<file path="src/rtl/slslk_defines.vh">
// Purpose: shared constants of the polled serial slave link
// Assumes: 25 MHz ref_clk, word-wide plain register port
// Notes: offsets are register indices on reg_addr
`ifndef SLSLK_DEFINES_VH
`define SLSLK_DEFINES_VH

// ----------------------------------------
// clock and time bases
// ----------------------------------------
`define SLSLK_CLK_HZ 25000000
`define SLSLK_TICK_US 5000
`define SLSLK_T5_CYC ((`SLSLK_CLK_HZ / 1000000) * `SLSLK_TICK_US)
`define SLSLK_T20_PER_T5 2'h3
`define SLSLK_CTS_WIN_MS 1000
`define SLSLK_CTS_WIN_TICKS 8'd200

// ----------------------------------------
// register indices
// ----------------------------------------
`define SLSLK_REG_CTRL 4'h0
`define SLSLK_REG_STATION 4'h1
`define SLSLK_REG_DELAY 4'h2
`define SLSLK_REG_POLL 4'h3
`define SLSLK_REG_MSG 4'h4
`define SLSLK_REG_STATUS 4'h5
`define SLSLK_REG_MASK 4'h6

// ----------------------------------------
// field positions and reset values
// ----------------------------------------
`define SLSLK_CTRL_MODEM 3
`define SLSLK_CTRL_BCC 4
`define SLSLK_CTRL_DUPOFF 5
`define SLSLK_CTRL_SILENT 6
`define SLSLK_BAUD_9600 3'h5
`define SLSLK_STATION_RST 8'h01
`define SLSLK_BROADCAST 8'hff
`define SLSLK_POLLTO_RST 16'h0bb8
`define SLSLK_RETRY_RST 8'h03

// ----------------------------------------
// status bits
// ----------------------------------------
`define SLSLK_EV_RXDATA 0
`define SLSLK_EV_DONE 1
`define SLSLK_EV_POLLTO 2
`define SLSLK_EV_FAIL 3
`define SLSLK_EV_CTS 4
`define SLSLK_EV_CHK 5
`define SLSLK_EV_W 6

// ----------------------------------------
// frame commands
// ----------------------------------------
`define SLSLK_CMD_POLL 8'h01
`define SLSLK_CMD_DATA 8'h02
`define SLSLK_CMD_ACK 8'h03
`define SLSLK_CMD_NAK 8'h04
`define SLSLK_CMD_END 8'h05
`define SLSLK_CRC_POLY 16'ha001

`endif

</file>
<file path="src/rtl/slslk_tick.v">
// Purpose: 5 ms and 20 ms tick prescaler
// Assumes: T5_CYC cycles per 5 ms
// Notes: ticks are one-cycle pulses
`timescale 1ns/1ps
`default_nettype none
`include "slslk_defines.vh"

module slslk_tick #(
	parameter T5_CYC = `SLSLK_T5_CYC
) (
	input wire ref_clk,
	input wire sys_rst,
	output reg tick5,
	output reg tick20
);
	reg [23:0] cnt; // cycle counter within 5 ms
	reg [1:0] quarter; // 5 ms ticks within 20 ms
	localparam integer LAST_I = T5_CYC - 1; // full-width count before the cut
	localparam [23:0] LAST = LAST_I[23:0];

	// ----------------------------------------
	// prescaler
	// ----------------------------------------
	always @(posedge ref_clk) begin
		if (sys_rst) begin
			cnt <= 24'h00_0000;
			quarter <= 2'h0;
			tick5 <= 1'b0;
			tick20 <= 1'b0;
		end else begin
			tick5 <= (cnt == LAST);
			tick20 <= (cnt == LAST) && (quarter == `SLSLK_T20_PER_T5);
			if (cnt == LAST) begin
				cnt <= 24'h00_0000;
				quarter <= quarter + 2'h1;
			end else begin
				cnt <= cnt + 24'h00_0001;
			end
		end
	end
endmodule
`default_nettype wire

</file>
<file path="src/rtl/slslk_uart.v">
// Purpose: byte serialiser and deserialiser, 8N1
// Assumes: rxd synchronous to ref_clk
// Notes: tx_go only while tx_ready is high
`timescale 1ns/1ps
`default_nettype none
`include "slslk_defines.vh"

module slslk_uart #(
	parameter CLK_HZ = `SLSLK_CLK_HZ
) (
	input wire ref_clk,
	input wire sys_rst,
	input wire [2:0] baud_sel,
	input wire tx_go,
	input wire [7:0] tx_data,
	output reg tx_ready,
	output reg txd,
	input wire rxd,
	output reg rx_valid,
	output reg [7:0] rx_data
);
	localparam integer D0 = CLK_HZ / 300;
	localparam integer D1 = CLK_HZ / 600;
	localparam integer D2 = CLK_HZ / 1200;
	localparam integer D3 = CLK_HZ / 2400;
	localparam integer D4 = CLK_HZ / 4800;
	localparam integer D5 = CLK_HZ / 9600;
	localparam integer D6 = CLK_HZ / 19200;
	localparam integer D7 = CLK_HZ / 38400;
	reg [16:0] div; // cycles per bit
	reg [16:0] tx_cnt;
	reg [3:0] tx_bit;
	reg [8:0] tx_sh; // stop bit above data
	reg rx_busy;
	reg [16:0] rx_cnt; // down counter to next sample
	reg [3:0] rx_bit;
	reg [7:0] rx_sh;

	// ----------------------------------------
	// rate select
	// ----------------------------------------
	always @* begin
		case (baud_sel)
			3'h0: div = D0[16:0];
			3'h1: div = D1[16:0];
			3'h2: div = D2[16:0];
			3'h3: div = D3[16:0];
			3'h4: div = D4[16:0];
			3'h6: div = D6[16:0];
			3'h7: div = D7[16:0];
			default: div = D5[16:0];
		endcase
	end

	// ----------------------------------------
	// transmitter: start, 8 data lsb first, stop
	// ----------------------------------------
	always @(posedge ref_clk) begin
		if (sys_rst) begin
			tx_ready <= 1'b1;
			txd <= 1'b1;
			tx_cnt <= 17'h0_0000;
			tx_bit <= 4'h0;
			tx_sh <= 9'h1ff;
		end else if (tx_ready) begin
			if (tx_go) begin
				tx_ready <= 1'b0;
				txd <= 1'b0;
				tx_sh <= {1'b1, tx_data};
				tx_cnt <= 17'h0_0000;
				tx_bit <= 4'h0;
			end
		end else if (tx_cnt == div - 17'h0_0001) begin
			tx_cnt <= 17'h0_0000;
			if (tx_bit == 4'h9) begin
				tx_ready <= 1'b1; // stop bit fully sent
			end else begin
				txd <= tx_sh[0];
				tx_sh <= {1'b1, tx_sh[8:1]};
				tx_bit <= tx_bit + 4'h1;
			end
		end else begin
			tx_cnt <= tx_cnt + 17'h0_0001;
		end
	end

	// ----------------------------------------
	// receiver: mid-bit sampling
	// ----------------------------------------
	always @(posedge ref_clk) begin
		if (sys_rst) begin
			rx_busy <= 1'b0;
			rx_cnt <= 17'h0_0000;
			rx_bit <= 4'h0;
			rx_sh <= 8'h00;
			rx_valid <= 1'b0;
			rx_data <= 8'h00;
		end else begin
			rx_valid <= 1'b0;
			if (!rx_busy) begin
				if (!rxd) begin
					rx_busy <= 1'b1;
					rx_cnt <= {1'b0, div[16:1]};
					rx_bit <= 4'h0;
				end
			end else if (rx_cnt != 17'h0_0000) begin
				rx_cnt <= rx_cnt - 17'h0_0001;
			end else if (rx_bit == 4'h0) begin
				// glitch on the start bit is dropped
				rx_busy <= ~rxd;
				rx_cnt <= div - 17'h0_0001;
				rx_bit <= 4'h1;
			end else if (rx_bit != 4'h9) begin
				rx_sh <= {rxd, rx_sh[7:1]};
				rx_cnt <= div - 17'h0_0001;
				rx_bit <= rx_bit + 4'h1;
			end else begin
				rx_busy <= 1'b0;
				rx_valid <= rxd; // framing error drops the byte
				rx_data <= rx_sh;
			end
		end
	end
endmodule
`default_nettype wire

</file>
<file path="src/rtl/slslk_core.v">
// Purpose: slave end of a polled multi-drop half-duplex serial link
// Assumes: frame = station, command, tag, check (crc lsb first, or bcc)
// Notes: all delays counted in whole 5 ms or 20 ms ticks
`timescale 1ns/1ps
`default_nettype none
`include "slslk_defines.vh"

module slslk_core #(
	parameter T5_CYC = `SLSLK_T5_CYC
) (
	input wire ref_clk,
	input wire sys_rst,
	input wire [3:0] reg_addr,
	input wire [31:0] reg_wdata,
	input wire reg_wr,
	input wire reg_rd,
	output reg [31:0] reg_rdata,
	output reg irq,
	input wire rxd,
	output wire txd,
	output reg rts,
	input wire cts
);
	// ----------------------------------------
	// declarations
	// ----------------------------------------
	localparam [2:0] S_IDLE = 3'h0, S_PRE = 3'h1, S_KEY = 3'h2;
	localparam [2:0] S_CTS = 3'h3, S_SEND = 3'h4, S_HOLD = 3'h5;
	reg [2:0] baud_sel; // line rate choice
	reg modem, use_bcc, dup_off, silent; // control bits
	reg [7:0] station; // own address
	reg [7:0] off_dly, key_dly, pre_dly; // 5 ms units
	reg [15:0] poll_to; // 20 ms units
	reg [7:0] retries;
	reg [`SLSLK_EV_W-1:0] status, mask;
	reg msg_q; // queued, awaiting poll
	reg msg_ack; // sent, awaiting ack
	reg [7:0] msg_tag, retry_cnt, rx_tag_last, rx_tag_prev;
	reg have_prev; // a data tag has been seen
	reg [15:0] poll_cnt;
	reg [2:0] state;
	reg [7:0] dly_cnt, cts_cnt;
	reg [7:0] tx_cmd, tx_tag;
	reg [2:0] tx_idx;
	reg tx_go;
	reg [7:0] tx_byte;
	reg [2:0] rx_idx;
	reg [7:0] rx_b0, rx_b1, rx_b2, rx_c0;
	reg rx_seen; // byte since last tick
	reg [`SLSLK_EV_W-1:0] ev; // events this cycle
	reg start_tx; // poll answer decided
	reg [7:0] start_cmd;
	wire tick5, tick20, tx_ready, rx_valid;
	wire [7:0] rx_data;
	wire [2:0] flen = use_bcc ? 3'h4 : 3'h5;
	wire [15:0] rx_crc = crc_b(crc_b(crc_b(16'h0000, rx_b0), rx_b1), rx_b2);
	wire [7:0] rx_bcc = 8'h00 - (rx_b0 + rx_b1 + rx_b2);
	wire [15:0] tx_crc = crc_b(crc_b(crc_b(16'h0000, station), tx_cmd), tx_tag);
	wire [7:0] tx_bcc = 8'h00 - (station + tx_cmd + tx_tag);
	wire frame_end = rx_valid && (rx_idx == flen - 3'h1);
	wire chk_ok = use_bcc ? (rx_data == rx_bcc) : ({rx_data, rx_c0} == rx_crc);
	wire for_us = (rx_b0 == station);
	wire bcast = (rx_b0 == `SLSLK_BROADCAST);
	wire idle_now = (state == S_IDLE);

	// ----------------------------------------
	// helpers
	// ----------------------------------------
	function [15:0] crc_b;
		input [15:0] c;
		input [7:0] d;
		integer i;
		reg [15:0] t;
		begin
			t = c ^ {8'h00, d};
			for (i = 0; i < 8; i = i + 1) begin
				t = t[0] ? ((t >> 1) ^ `SLSLK_CRC_POLY) : (t >> 1);
			end
			crc_b = t;
		end
	endfunction

	slslk_tick #(.T5_CYC(T5_CYC)) u_tick (
		.ref_clk(ref_clk),
		.sys_rst(sys_rst),
		.tick5(tick5),
		.tick20(tick20)
	);

	slslk_uart #(.CLK_HZ(`SLSLK_CLK_HZ)) u_uart (
		.ref_clk(ref_clk),
		.sys_rst(sys_rst),
		.baud_sel(baud_sel),
		.tx_go(tx_go),
		.tx_data(tx_byte),
		.tx_ready(tx_ready),
		.txd(txd),
		.rxd(rxd),
		.rx_valid(rx_valid),
		.rx_data(rx_data)
	);

	// ----------------------------------------
	// poll decision, combinational
	// ----------------------------------------
	always @* begin
		start_tx = 1'b0;
		start_cmd = `SLSLK_CMD_END;
		// only a poll or nak addressed to us opens a turn; broadcast never answered
		if (frame_end && chk_ok && for_us && idle_now) begin
			if (rx_b1 == `SLSLK_CMD_POLL || rx_b1 == `SLSLK_CMD_NAK) begin
				if (msg_ack && retry_cnt != retries) begin
					start_tx = 1'b1;
					start_cmd = `SLSLK_CMD_DATA;
				end else if (msg_q && rx_b1 == `SLSLK_CMD_POLL) begin
					start_tx = 1'b1;
					start_cmd = `SLSLK_CMD_DATA;
				end else if (!msg_ack && rx_b1 == `SLSLK_CMD_POLL && !silent) begin
					start_tx = 1'b1;
				end
			end
		end
	end

	// ----------------------------------------
	// receive framing
	// ----------------------------------------
	always @(posedge ref_clk) begin
		if (sys_rst) begin
			rx_idx <= 3'h0;
			rx_b0 <= 8'h00;
			rx_b1 <= 8'h00;
			rx_b2 <= 8'h00;
			rx_c0 <= 8'h00;
			rx_seen <= 1'b0;
		end else if (rx_valid) begin
			rx_seen <= 1'b1;
			case (rx_idx)
				3'h0: rx_b0 <= rx_data;
				3'h1: rx_b1 <= rx_data;
				3'h2: rx_b2 <= rx_data;
				default: rx_c0 <= rx_data;
			endcase
			rx_idx <= frame_end ? 3'h0 : rx_idx + 3'h1;
		end else if (tick5) begin
			// a silent tick inside a frame resynchronises to the next byte
			rx_seen <= 1'b0;
			if (!rx_seen) begin
				rx_idx <= 3'h0;
			end
		end
	end

	// ----------------------------------------
	// transmit sequencer
	// ----------------------------------------
	always @(posedge ref_clk) begin
		if (sys_rst) begin
			state <= S_IDLE;
			dly_cnt <= 8'h00;
			cts_cnt <= 8'h00;
			rts <= 1'b0;
			tx_cmd <= `SLSLK_CMD_END;
			tx_tag <= 8'h00;
			tx_idx <= 3'h0;
			tx_go <= 1'b0;
			tx_byte <= 8'h00;
		end else begin
			tx_go <= 1'b0;
			case (state)
				S_IDLE: begin
					if (start_tx) begin
						tx_cmd <= start_cmd;
						tx_tag <= (start_cmd == `SLSLK_CMD_DATA) ? msg_tag : 8'h00;
						dly_cnt <= 8'h00;
						state <= S_PRE;
					end
				end
				S_PRE: begin
					if (dly_cnt == pre_dly) begin
						dly_cnt <= 8'h00;
						cts_cnt <= 8'h00;
						rts <= modem;
						state <= modem ? S_KEY : S_SEND;
						tx_idx <= 3'h0;
					end else if (tick5) begin
						dly_cnt <= dly_cnt + 8'h01;
					end
				end
				S_KEY: begin
					if (tick5) begin
						cts_cnt <= cts_cnt + 8'h01;
					end
					if (dly_cnt == key_dly) begin
						state <= S_CTS;
					end else if (tick5) begin
						dly_cnt <= dly_cnt + 8'h01;
					end
				end
				S_CTS: begin
					if (cts) begin
						state <= S_SEND;
					end else if (cts_cnt >= `SLSLK_CTS_WIN_TICKS) begin
						rts <= 1'b0;
						state <= S_IDLE;
					end else if (tick5) begin
						cts_cnt <= cts_cnt + 8'h01;
					end
				end
				S_SEND: begin
					if (tx_ready && !tx_go) begin
						if (tx_idx == flen) begin
							dly_cnt <= 8'h00;
							state <= modem ? S_HOLD : S_IDLE;
						end else begin
							tx_go <= 1'b1;
							tx_idx <= tx_idx + 3'h1;
							case (tx_idx)
								3'h0: tx_byte <= station;
								3'h1: tx_byte <= tx_cmd;
								3'h2: tx_byte <= tx_tag;
								3'h3: tx_byte <= use_bcc ? tx_bcc : tx_crc[7:0];
								default: tx_byte <= tx_crc[15:8];
							endcase
						end
					end
				end
				S_HOLD: begin
					if (dly_cnt == off_dly) begin
						rts <= 1'b0;
						state <= S_IDLE;
					end else if (tick5) begin
						dly_cnt <= dly_cnt + 8'h01;
					end
				end
				default: state <= S_IDLE;
			endcase
		end
	end

	// ----------------------------------------
	// message bookkeeping and events
	// ----------------------------------------
	always @* begin
		ev = {`SLSLK_EV_W{1'b0}};
		ev[`SLSLK_EV_CTS] = (state == S_CTS) && !cts && (cts_cnt >= `SLSLK_CTS_WIN_TICKS);
		ev[`SLSLK_EV_CHK] = frame_end && !chk_ok;
		ev[`SLSLK_EV_RXDATA] = frame_end && chk_ok && (for_us || bcast)
			&& (rx_b1 == `SLSLK_CMD_DATA)
			&& !(!dup_off && have_prev && rx_b2 == rx_tag_prev);
		ev[`SLSLK_EV_DONE] = frame_end && chk_ok && for_us && msg_ack
			&& (rx_b1 == `SLSLK_CMD_ACK);
		ev[`SLSLK_EV_FAIL] = frame_end && chk_ok && for_us && msg_ack && idle_now
			&& (rx_b1 == `SLSLK_CMD_POLL || rx_b1 == `SLSLK_CMD_NAK)
			&& (retry_cnt == retries);
		ev[`SLSLK_EV_POLLTO] = msg_q && (poll_to != 16'h0000) && (poll_cnt == poll_to);
	end

	always @(posedge ref_clk) begin
		if (sys_rst) begin
			msg_q <= 1'b0;
			msg_ack <= 1'b0;
			msg_tag <= 8'h00;
			retry_cnt <= 8'h00;
			poll_cnt <= 16'h0000;
			rx_tag_last <= 8'h00;
			rx_tag_prev <= 8'h00;
			have_prev <= 1'b0;
		end else begin
			if (reg_wr && reg_addr == `SLSLK_REG_MSG && reg_wdata[0] && !msg_q && !msg_ack) begin
				msg_q <= 1'b1;
				msg_tag <= reg_wdata[15:8];
				poll_cnt <= 16'h0000;
			end else if (ev[`SLSLK_EV_POLLTO]) begin
				msg_q <= 1'b0;
			end else if (msg_q && start_tx && start_cmd == `SLSLK_CMD_DATA) begin
				msg_q <= 1'b0;
				msg_ack <= 1'b1;
				retry_cnt <= 8'h00;
			end else if (msg_q && tick20) begin
				poll_cnt <= poll_cnt + 16'h0001;
			end
			if (msg_ack && start_tx && start_cmd == `SLSLK_CMD_DATA) begin
				retry_cnt <= retry_cnt + 8'h01;
			end
			if (ev[`SLSLK_EV_DONE] || ev[`SLSLK_EV_FAIL]) begin
				msg_ack <= 1'b0;
			end
			if (frame_end && chk_ok && (for_us || bcast) && rx_b1 == `SLSLK_CMD_DATA) begin
				rx_tag_prev <= rx_b2;
				have_prev <= 1'b1;
			end
			if (ev[`SLSLK_EV_RXDATA]) begin
				rx_tag_last <= rx_b2;
			end
		end
	end

	// ----------------------------------------
	// register writes, sticky status
	// ----------------------------------------
	always @(posedge ref_clk) begin
		if (sys_rst) begin
			baud_sel <= `SLSLK_BAUD_9600;
			modem <= 1'b0;
			use_bcc <= 1'b0;
			dup_off <= 1'b0;
			silent <= 1'b0;
			station <= `SLSLK_STATION_RST;
			off_dly <= 8'h00;
			key_dly <= 8'h00;
			pre_dly <= 8'h00;
			poll_to <= `SLSLK_POLLTO_RST;
			retries <= `SLSLK_RETRY_RST;
			status <= {`SLSLK_EV_W{1'b0}};
			mask <= {`SLSLK_EV_W{1'b0}};
			irq <= 1'b0;
		end else begin
			irq <= |(status & mask);
			// a new event wins over a same-cycle clear
			if (reg_wr && reg_addr == `SLSLK_REG_STATUS) begin
				status <= (status & ~reg_wdata[`SLSLK_EV_W-1:0]) | ev;
			end else begin
				status <= status | ev;
			end
			if (reg_wr) begin
				case (reg_addr)
					`SLSLK_REG_CTRL: begin
						baud_sel <= reg_wdata[2:0];
						modem <= reg_wdata[`SLSLK_CTRL_MODEM];
						use_bcc <= reg_wdata[`SLSLK_CTRL_BCC];
						dup_off <= reg_wdata[`SLSLK_CTRL_DUPOFF];
						silent <= reg_wdata[`SLSLK_CTRL_SILENT];
					end
					`SLSLK_REG_STATION: begin
						if (reg_wdata[7:0] != `SLSLK_BROADCAST) begin
							station <= reg_wdata[7:0];
						end
					end
					`SLSLK_REG_DELAY: begin
						off_dly <= reg_wdata[7:0];
						key_dly <= reg_wdata[15:8];
						pre_dly <= reg_wdata[23:16];
					end
					`SLSLK_REG_POLL: begin
						poll_to <= reg_wdata[15:0];
						retries <= reg_wdata[23:16];
					end
					`SLSLK_REG_MASK: mask <= reg_wdata[`SLSLK_EV_W-1:0];
					default: ;
				endcase
			end
		end
	end

	// ----------------------------------------
	// register reads, data one cycle later
	// ----------------------------------------
	always @(posedge ref_clk) begin
		if (sys_rst) begin
			reg_rdata <= 32'h0000_0000;
		end else if (reg_rd) begin
			case (reg_addr)
				`SLSLK_REG_CTRL: reg_rdata <= {25'h000_0000, silent, dup_off, use_bcc, modem, baud_sel};
				`SLSLK_REG_STATION: reg_rdata <= {24'h00_0000, station};
				`SLSLK_REG_DELAY: reg_rdata <= {8'h00, pre_dly, key_dly, off_dly};
				`SLSLK_REG_POLL: reg_rdata <= {8'h00, retries, poll_to};
				`SLSLK_REG_MSG: reg_rdata <= {rx_tag_last, 5'h00, state, msg_tag, 6'h00, msg_ack, msg_q};
				`SLSLK_REG_STATUS: reg_rdata <= {26'h000_0000, status};
				`SLSLK_REG_MASK: reg_rdata <= {26'h000_0000, mask};
				default: reg_rdata <= 32'h0000_0000;
			endcase
		end else begin
			reg_rdata <= 32'h0000_0000;
		end
	end
endmodule
`default_nettype wire

</file>
<file path="config.mk">
export PLATFORM = sky130hd
export DESIGN_NAME = slslk_core
export DESIGN_NICKNAME = d
export VERILOG_FILES = /design/src/rtl/slslk_tick.v /design/src/rtl/slslk_uart.v /design/src/rtl/slslk_core.v
export VERILOG_INCLUDE_DIRS = /design/src /design/src/rtl
export SDC_FILE = /design/constraint.sdc
export NUM_CORES = 1
export LEC_CHECK = 0
export BUFFER_PORTS_ARGS = -buffer_cell sky130_fd_sc_hd__buf_2
export CAP_MARGIN = 30
export CORE_MARGIN = 5
export CORE_UTILIZATION = 40
export DETAILED_ROUTE_END_ITERATION = 8
export PLACE_DENSITY = 0.6
export SKIP_LAST_GASP = 1
export SLEW_MARGIN = 15
export SYNTH_ARGS = -nofsm -noshare
export SYNTH_HDL_FRONTEND = slang
export SYNTH_SLANG_ARGS = --single-unit
</file>
<file path="constraint.sdc">
create_clock -name ref_clk -period 5.7 [get_ports ref_clk]
set_input_delay 1.14 -clock ref_clk [delete_from_list [all_inputs] [get_ports ref_clk]]
set_output_delay 1.14 -clock ref_clk [all_outputs]
set_load 0.02 [all_outputs]
</file>
# Word-level counts from Yosys, hierarchy flattened
# Cells that the tools add are included.
[word_totals]
reg_bits = 342
input_bits = 42
output_inout_bits = 35
[classes]
add_sub_neg = 20
magnitude_cmp = 1
n_eq_ne = 68
mux = 146
n_bitwise = 70
reduce_logical = 95
[op_table]
columns = ["op", "n"]
rows = [
  ["16-bit 2-to-1 mux", 48],
  ["32-bit case mux with 7 select lines", 1],
  ["2-bit inverter with 3-bit output", 46],
  ["17-bit 2-to-1 mux", 8],
  ["8-bit 2-to-1 mux", 17],
  ["17-bit case mux with 7 select lines", 1],
  ["16-bit by 8-bit bitwise XOR with 16-bit output", 4],
  ["3-bit 2-to-1 mux", 21],
  ["8-bit == test", 7],
  ["8-bit case mux with 5 select lines", 1],
  ["4-bit 2-to-1 mux", 9],
  ["9-bit 2-to-1 mux", 4],
  ["1-bit logical AND", 35],
  ["17-bit by 1-bit subtractor with 17-bit output, second input constant", 2],
  ["8-bit adder", 4],
  ["16-bit == test", 2],
  ["8-bit case mux with 4 select lines", 1],
  ["1-bit 2-to-1 mux", 30],
  ["2-bit != test, second input constant", 14],
  ["24-bit by 1-bit adder with 24-bit output, second input constant", 1],
  ["8-bit by 1-bit adder with 8-bit output, second input constant", 3],
  ["24-bit by 17-bit == test with 1-bit output, second input constant", 1],
  ["8-bit by 2-bit == test with 1-bit output, second input constant", 3],
  ["8-bit case mux with 3 select lines", 1],
  ["54 further kinds", 136],
]

# Longest topological paths before layout
# Gate-level depths: netlist (run 1).
[logic_depth]
depth_word = 62
mapped_depth = 16

# By module
# Synthesis (run 1) repeated with hierarchy kept, for this count alone.
[unflattened]
hier_cells = 2197
area_unflattened_um2 = 18310.1
[by_module_without_submodules]
columns = ["mod", "instances", "cells_each", "area_each_um2", "seq_area_each_um2"]
rows = [
  ["slslk_core", 1, 1519, 12692.2, 4744.6],
  ["slslk_uart", 1, 521, 4280.4, 1401.3],
  ["slslk_tick", 1, 157, 1337.5, 560.5],
]

# Worst setup path after synthesis (run 1)
# Ideal clock, no wire load.
[synth_timing]
kind = "register -> register"
from = "register rx_b1[1]"
to = "register rx_tag_last[7]"
setup_ps = 128
t_arrival_ps = 3906
path_slack_ps = 1666
path_stages_with_launch = 17
period_less_slack_ps = 4034
path_cell_list = "dfxtp_1 > ha_1 > inv_1 > fa_1 > ha_1 > fa_1 > a21o_1 > a21oi_1 > xnor2_1 > or4_1 > o32ai_4 > nor4b_4 > buf_6 > o41ai_1 > buf_6 > mux2i_1 > nor2_1"
[synth_between]
elab_chain_cells = 26
word_cells_on_any_way = 43
[synth_rtl]
columns = ["item", "line", "text"]
rows = [
  ["from (decl)", "slslk_core.v:48", "reg [7:0] rx_b0, rx_b1, rx_b2, rx_c0;"],
  ["from (signal assigned)", "slslk_core.v:140", "3'h1: rx_b1 <= rx_data;"],
  ["16-bit by 8-bit bitwise XOR with 16-bit output", "slslk_core.v:75", "t = c ^ {8'h00, d};"],
  ["2-bit inverter with 3-bit output (no source line)", "-", ""],
  ["16-bit 2-to-1 mux (3 in a row)", "slslk_core.v:77", "t = t[0] ? ((t >> 1) ^ `SLSLK_CRC_POLY) : (t >> 1);"],
  ["16-bit 2-to-1 mux or 2-bit inverter with 3-bit output (tied branches) (5 in a row)", "-", ""],
  ["16-bit by 8-bit bitwise XOR with 16-bit output or 16-bit 2-to-1 mux (tied branches)", "slslk_core.v:75, slslk_core.v:77", ""],
  ["16-bit 2-to-1 mux (tied with other cells)", "slslk_core.v:77", ""],
  ["16-bit 2-to-1 mux or 2-bit inverter with 3-bit output (tied branches) (6 in a row)", "-", ""],
  ["2-bit inverter with 3-bit output (no source line) or 16-bit 2-to-1 mux (tied branches)", "-", ""],
  ["16-bit 2-to-1 mux", "slslk_core.v:77", ""],
  ["16-bit == test", "slslk_core.v:61", "wire chk_ok = use_bcc ? (rx_data == rx_bcc) : ({rx_data, rx_c0} == rx_crc);"],
  ["1-bit 2-to-1 mux", "slslk_core.v:61", ""],
  ["1-bit logical AND (2 in a row)", "slslk_core.v:248", "ev[`SLSLK_EV_RXDATA] = frame_end && chk_ok && (for_us || bcast)"],
  ["1-bit logical AND * (2 in a row)", "slslk_core.v:248", ""],
  ["to (signal assigned)", "slslk_core.v:294", "rx_tag_last <= rx_b2;"],
  ["to (decl)", "slslk_core.v:38", "reg [7:0] msg_tag, retry_cnt, rx_tag_last, rx_tag_prev;"],
]
# Every way passes the cells marked *; elsewhere a longest branch is shown, timed or not.
# A chain may end at the register's enable or synchronous reset.

# Final worst setup path (run 1)
[layout_timing]
from = "register rx_b2[1]"
to = "register dly_cnt[0]"
[layout_between]
elab_chain_cells = 19
word_cells_on_any_way = 26
[layout_rtl]
columns = ["item", "line", "text"]
rows = [
  ["from (decl)", "slslk_core.v:48", ""],
  ["from (signal assigned)", "slslk_core.v:141", "3'h2: rx_b2 <= rx_data;"],
  ["parallel branches: the longest is 12 deep, another holds 8-bit adder", "-", ""],
  ["1-bit 2-to-1 mux *", "slslk_core.v:61", ""],
  ["1-bit logical AND * (3 in a row)", "slslk_core.v:110", "if (frame_end && chk_ok && for_us && idle_now) begin"],
  ["1-bit 2-to-1 mux *", "slslk_core.v:110", ""],
  ["2-bit != test (no source line) *", "-", ""],
  ["6-bit AND reduction (no source line) *", "-", ""],
  ["to (signal assigned)", "slslk_core.v:187", "dly_cnt <= dly_cnt + 8'h01;"],
  ["to (signal assigned)", "slslk_core.v:197", "dly_cnt <= dly_cnt + 8'h01;"],
  ["to (signal assigned)", "slslk_core.v:233", "dly_cnt <= dly_cnt + 8'h01;"],
  ["to (decl)", "slslk_core.v:42", "reg [7:0] dly_cnt, cts_cnt;"],
]
# Mark *: on every way between the ends.

==> results.ini, run 1 <==
[power]
p_comb_share_pct=5.0
p_seq_share_pct=46.6
p_int_mw=3.96
power.net_switching_mw=1.17
switching_share_pct=22.8
p_leak_nw=7.75
irDropWorstVdd_mv=0.181
powerDensity_nw_per_um2=255
clock_power_share_pct=48.3
power.total_mw=5.13

[place]
gp_congestion=0.877
detailed_place.area_um2=18800
hpwl_mm=34.8
pre_cts_slack_ns=0.897
port-buffer-count=68
numPlacedInstances=2732

[clock_network]
path_clk_slew_ns=0.06
cts_tree=yes
clkSinkCount=335
postCtsSetupBuffers=0
postCtsResizedCells=0
numCtsBuffers=38
cts_htree_levels=2
clk_latency_ns=0.54
cts.path.max_buffers=3
cts_root_buf=clkbuf_16
postCtsHoldBufs=0

[grt]
grt.total_usage_pct=18.8
grt_pass1_wl_mm=77.9
first_global_vias=14342
antenna_found_initial=2
globalRouteOverflowTotal=0
grt_max_degree=112

[worst_setup_path]
cp.arrival_ns=5.34
crit_chain=ha_1 > inv_1 > fa_1 > ha_1 > fa_1 > a21o_1 > a21oi_1 > xnor2_1 > or4_1 > o32ai_4 > a21boi_1 > nor2b_1 > or4b_1 > a21oi_1
end_kind=flip-flop
cp.depth=14
cp.required_ns=6.15
worstReg2RegStart=rx_b2[1]
cp-start-kind=flip-flop
reg2regPathDepth=14
worst-setup-path-type=reg -> reg
critPathSlowestCell=o32ai_4
crit_buf_inv=1
cp_top_family=compound AO/OA/AOI/OAI gates
cp_max_fo=11
startpoint=rx_b2[1]
slowest_delay_ns=0.55

[synth]
synth_xor_area_share_pct=11.8
synth_top_family_by_area=simple AND/OR/NAND/NOR gates
synth_top_cell_area_share_pct=37.0
synth_fa_ha_area_share_pct=5.67
yosys.area_share.simple_pct=22.1
synth.cell_area_um2=18100
synth_cell_types=80
ys_top_cells_by_area=dfxtp_1 (37%), nand2_1 (6.0%), a21oi_1 (5.0%)
postSynthAreaPerCell_um2=8.26
yosys.area.top_type=dfxtp_1
synthFlopType=dfxtp_1
synthMuxAreaShare_pct=4.73
synth_edf_count=0
synth_compound_area_share_pct=13.9
syn_nets=2310
synthArstFlopShare_pct=0
yosysWarnings=0
synth_seq_area_share_pct=37.0
synth-seq-cells=335
netlist_instances=2192

[floorplan]
die_w_um=223
die_area_um2=49600
rows=78
ios=77
start_util_pct=40.2
core_region_area_um2=45100
fp.dieH_um=223

[cells_and_area]
fillCellCount=4442
fin_nets=2293
fin_area_um2=20100
layout_common_cells=dfxtp_1 (335), nand2_1 (288), nor2_1 (236)
areaGrowthSynthToFinish_pct=10.9
final_cell_count_no_fill=2802
antenna_cells=0
final_util_pct=44.6
layout_commonest_cell=dfxtp_1
layout-drive-gt1-share_pct=8.36

[sta]
hold_violations=0
fin_setup_tns_ns=0
clock_skew_ns=0.0192
finalCriticalPeriod_ns=4.89
max_freq_ghz=0.204
setup_violations=0
worst_slew_pin_slew_ns=0.995
slew_headroom_pct=33.1
period_share_pct=85.8
holdWs_ns=0.452
final_max_slew_viol_count=0
layout_setup_ws_ns=0.809
rsz0062_at_grt=no

[route]
vias=15408
wl_per_cell_um=17.4
ant_nets=0
dr.pass1.iters=5
drt_iter0_drc=1281
via_per_inst=5.50
route.detailed.drc=0
routed_wl_mm=48.6

[min_path]
hold_depth=1
hold_class=reg -> reg
hp-start=u_tick.cnt[0]

[outcome]
status=complete, no violations

[job]
max_cap_violations=0

worst register-to-register path: cells and delay by family, from the launching register on:
kind / cells / cell delay, ns
and+or+nand+nor: 3 / 1.24
xor gates and xnor gates: 1 / 0.10
adders and majority gates: 4 / 1.39
DFF: 1 / 0.52
buffers and inverters: 1 / 0.08
AOI/OAI and AO/OA: 5 / 1.49
area by class of cell:
type / instances / area, um2 / share of cell area [%]
Multi-Input combinational cell: 1641 / 10500 / 52.5
Clock buffer: 54 / 1120 / 5.59
Clock inverter: 13 / 150 / 0.747
Tap cell: 600 / 751 / 3.74
Sequential cell: 335 / 6710 / 33.4
Inverter: 68 / 255 / 1.27
Timing Repair Buffer: 91 / 562 / 2.80
metal layers:
metal	vias to the layer above	part of all wire (%)	GRT usage (%)
met1	7322	45	25.9
met3	97	6.3	3.32
met5	-	0.037	0
met4	2	2.5	5.22
li1	7548	-	-
met2	439	46	30.4
cell usage after synthesis (6+ instances only):
library cell / number
and2_1: 22
nand2b_1: 9
inv_1: 65
a22oi_1: 45
xnor2_1: 100
dfxtp_1: 335
nor3b_1: 20
a31oi_1: 16
nand2_1: 288
nor2_1: 236
or2_2: 8
nor4_1: 29
nor3_1: 40
a22o_1: 7
xnor3_1: 13
buf_2: 23
ha_1: 66
fa_1: 10
xor2_1: 100
o211ai_1: 6
buf_1: 8
nor2b_1: 18
nand4_1: 21
and3_1: 30
or4_1: 7
o22ai_1: 9
a21oi_1: 180
nand3_1: 88
or3_1: 13
o21ai_0: 66
a221oi_1: 7
nor4b_1: 6
mux2i_1: 71
clkbuf_1: 112
a21o_1: 8
mux2_2: 13
a211oi_1: 13
power groups by stage:
stage | clock, mW | combinational [mW] | sequential, mW
6_report | 2.48 | 0.257 | 2.39
5_1_grt | 2.64 | 0.285 | 2.39
4_1_cts | 2.54 | 0.256 | 2.39
3_5_place_dp | 0 | 0.254 | 2.44
3_3_place_gp | 0 | 0.249 | 2.44
2_1_floorplan | 0 | 0.184 | 2.43
flip-flops by register name (all words and copies together) (netlist names), 16 cells and up:
name           cells
u_tick.cnt        24
poll_cnt          16
u_uart.tx_cnt     17
reg_rdata         32
poll_to           16
u_uart.rx_cnt     17
cell families (layout without fill, tap and decap cells):
kind of cell / after synthesis / after routing
AOI/OAI and AO/OA: 409 / 409
xor gates and xnor gates: 217 / 217
adders and majority gates: 76 / 76
buffers and inverters: 216 / 226
DFF: 335 / 335
muxes: 84 / 84
and+or+nand+nor: 855 / 855
final timing paths:
path,to,slack [ns]
worst max-delay path,dly_cnt[0],0.81
worst min-delay path,u_tick.cnt[0],0.45
worst min register to register,u_tick.cnt[0],0.45
worst max register to register,dly_cnt[0],0.81
(Power assumes the default switching activity.)
==> run 2, diff against run 1 <==
--- a/config.mk
+++ b/config.mk
@@ -11,7 +11,7 @@
 export CORE_MARGIN = 5
 export CORE_UTILIZATION = 40
 export DETAILED_ROUTE_END_ITERATION = 8
-export PLACE_DENSITY = 0.6
+export PLACE_DENSITY = 0.62
 export SKIP_LAST_GASP = 1
 export SLEW_MARGIN = 15
 export SYNTH_ARGS = -nofsm -noshare
==> constraint.sdc (replaced) <==
create_clock -name ref_clk -period 4.4 [get_ports ref_clk]
set_input_delay 1.1 -clock ref_clk [delete_from_list [all_inputs] [get_ports ref_clk]]
set_output_delay 1.1 -clock ref_clk [all_outputs]
set_load 0.02 [all_outputs]
==> run 2 against run 1 <==
- flip-flop and latch count unchanged
- worst hold slack got worse by 0.0083 ns
- power rose by 33%
- count of clock-buffer cells in the layout shrank 1
- final cell count increased by 1.2%
- sequential power up 30%
- largest power group unchanged
==> results.ini, run 2 (synthesis gave the netlist of run 1 again) <==
[grt]
first_global_vias=14434
antenna_found_initial=6
globalRouteOverflowTotal=0
grt.total_usage_pct=19.4
grt_pass1_wl_mm=80.2
grt_max_degree=222

[floorplan]
ios=77
rows=78
fp.dieH_um=223
core_region_area_um2=45100
start_util_pct=40.2
die_area_um2=49600
die_w_um=223

[sta]
worst_slew_pin_slew_ns=1.06
holdWs_ns=0.444
layout_setup_ws_ns=0.155
slew_headroom_pct=28.8
period_share_pct=96.5
final_max_slew_viol_count=0
max_freq_ghz=0.236
finalCriticalPeriod_ns=4.24
rsz0062_at_grt=yes
hold_violations=0
setup_violations=0
fin_setup_tns_ns=0
clock_skew_ns=0.0184

[clock_network]
cts_htree_levels=2
postCtsHoldBufs=0
cts_root_buf=clkbuf_16
cts_tree=yes
cts.path.max_buffers=3
clkSinkCount=335
path_clk_slew_ns=0.05
clk_latency_ns=0.54
numCtsBuffers=38

[route]
via_per_inst=5.46
drt_iter0_drc=1218
wl_per_cell_um=17.7
route.detailed.drc=0
vias=15497
dr.pass1.iters=5
routed_wl_mm=50.1
ant_nets=0

[power]
irDropWorstVdd_mv=0.267
p_leak_nw=7.92
power.total_mw=6.82
powerDensity_nw_per_um2=335

[place]
hpwl_mm=35.6
pre_cts_slack_ns=0.152
detailed_place.area_um2=19000
port-buffer-count=68
numPlacedInstances=2765
gp_congestion=0.911

[worst_setup_path]
cp.arrival_ns=4.61
worst-setup-path-type=reg -> reg
reg2reg_setup_slack_ns=0.16
reg2regPathDepth=14
crit_chain=ha_1 > inv_1 > fa_1 > ha_1 > fa_1 > xnor2_1 > nand4_1 > or4_4 > o32ai_4 > nor4b_4 > o41ai_4 > buf_4 > mux2i_1 > nor2_1
cp-start-kind=flip-flop
cp_max_fo=8
slowest_delay_ns=0.58
r2r_end=rx_tag_last[4]
cp.required_ns=4.77
critPathSlowestCell=or4_4
worstReg2RegStart=rx_b1[1]
end_kind=flip-flop

[min_path]
hp-start=u_tick.cnt[0]
hold_depth=1
holdPathEnd=u_tick.cnt[0]
hold_class=reg -> reg

[cells_and_area]
fin_nets=2325
areaGrowthSynthToFinish_pct=12.6
fillCellCount=4449
fin_area_um2=20400
layout_common_cells=dfxtp_1 (335), nand2_1 (288), nor2_1 (236)
largest_reg_flops=32
final_cell_count_no_fill=2837
reg_top3=reg_rdata x32, u_tick.cnt x24
layout-drive-gt1-share_pct=9.71
layout_commonest_cell=dfxtp_1
final_util_pct=45.2
top_register=reg_rdata

[outcome]
status=complete, no violations

[job]
max_cap_violations=0

## run 2: worst max-delay path, delay by kind of cell, from the launching register on
family,cells,cell delay (ns)
adders and majority gates,4,1.47
and+or+nand+nor,4,1.17
AOI/OAI and AO/OA,2,0.55
DFF,1,0.31
buffers and inverters,2,0.29
muxes,1,0.18
xor gates and xnor gates,1,0.12
## run 2: worst max path at each step
stage	endpoint	from	cells after the start
3_3_place_gp	retry_cnt[1]	rx_b1[1]	14
2_1_floorplan	rx_tag_last[7]	rx_b1[1]	16
3_5_place_dp	retry_cnt[0]	rx_b1[1]	15
6_report	rx_tag_last[4]	rx_b1[1]	14
4_1_cts	retry_cnt[1]	rx_b1[1]	14
5_1_grt	rx_tag_last[4]	rx_b1[1]	14
## run 2: power by group
part / leakage (nW) / internal (mW) / switching [mW]
clock: 0.645 / 2.09 / 1.29
sequential: 2.70 / 3.06 / 0.0377
combinational: 4.57 / 0.119 / 0.223
## run 2: final cells by class
cell class	count	area [um2]	share of cell area, %
antenna	3	7.51	0.0368
clock buffer	53	1100	5.39
clock inverter	14	231	1.13
inverter	68	255	1.25
multi-input combinational	1641	10600	51.8
sequential	335	6710	32.9
tap	600	751	3.68
timing repair buffer	123	776	3.80
## run 2: timing repair
action,CTS,global route
setup buffers,0,1
endpoints found under the setup margin,0,13
resized for setup,0,5
## run 2: routing by layer
metal,track usage (%),wire (um)
met1,27.0,22800
met2,31.6,23500
met3,2.99,2780
met4,4.98,1030
met5,0,7
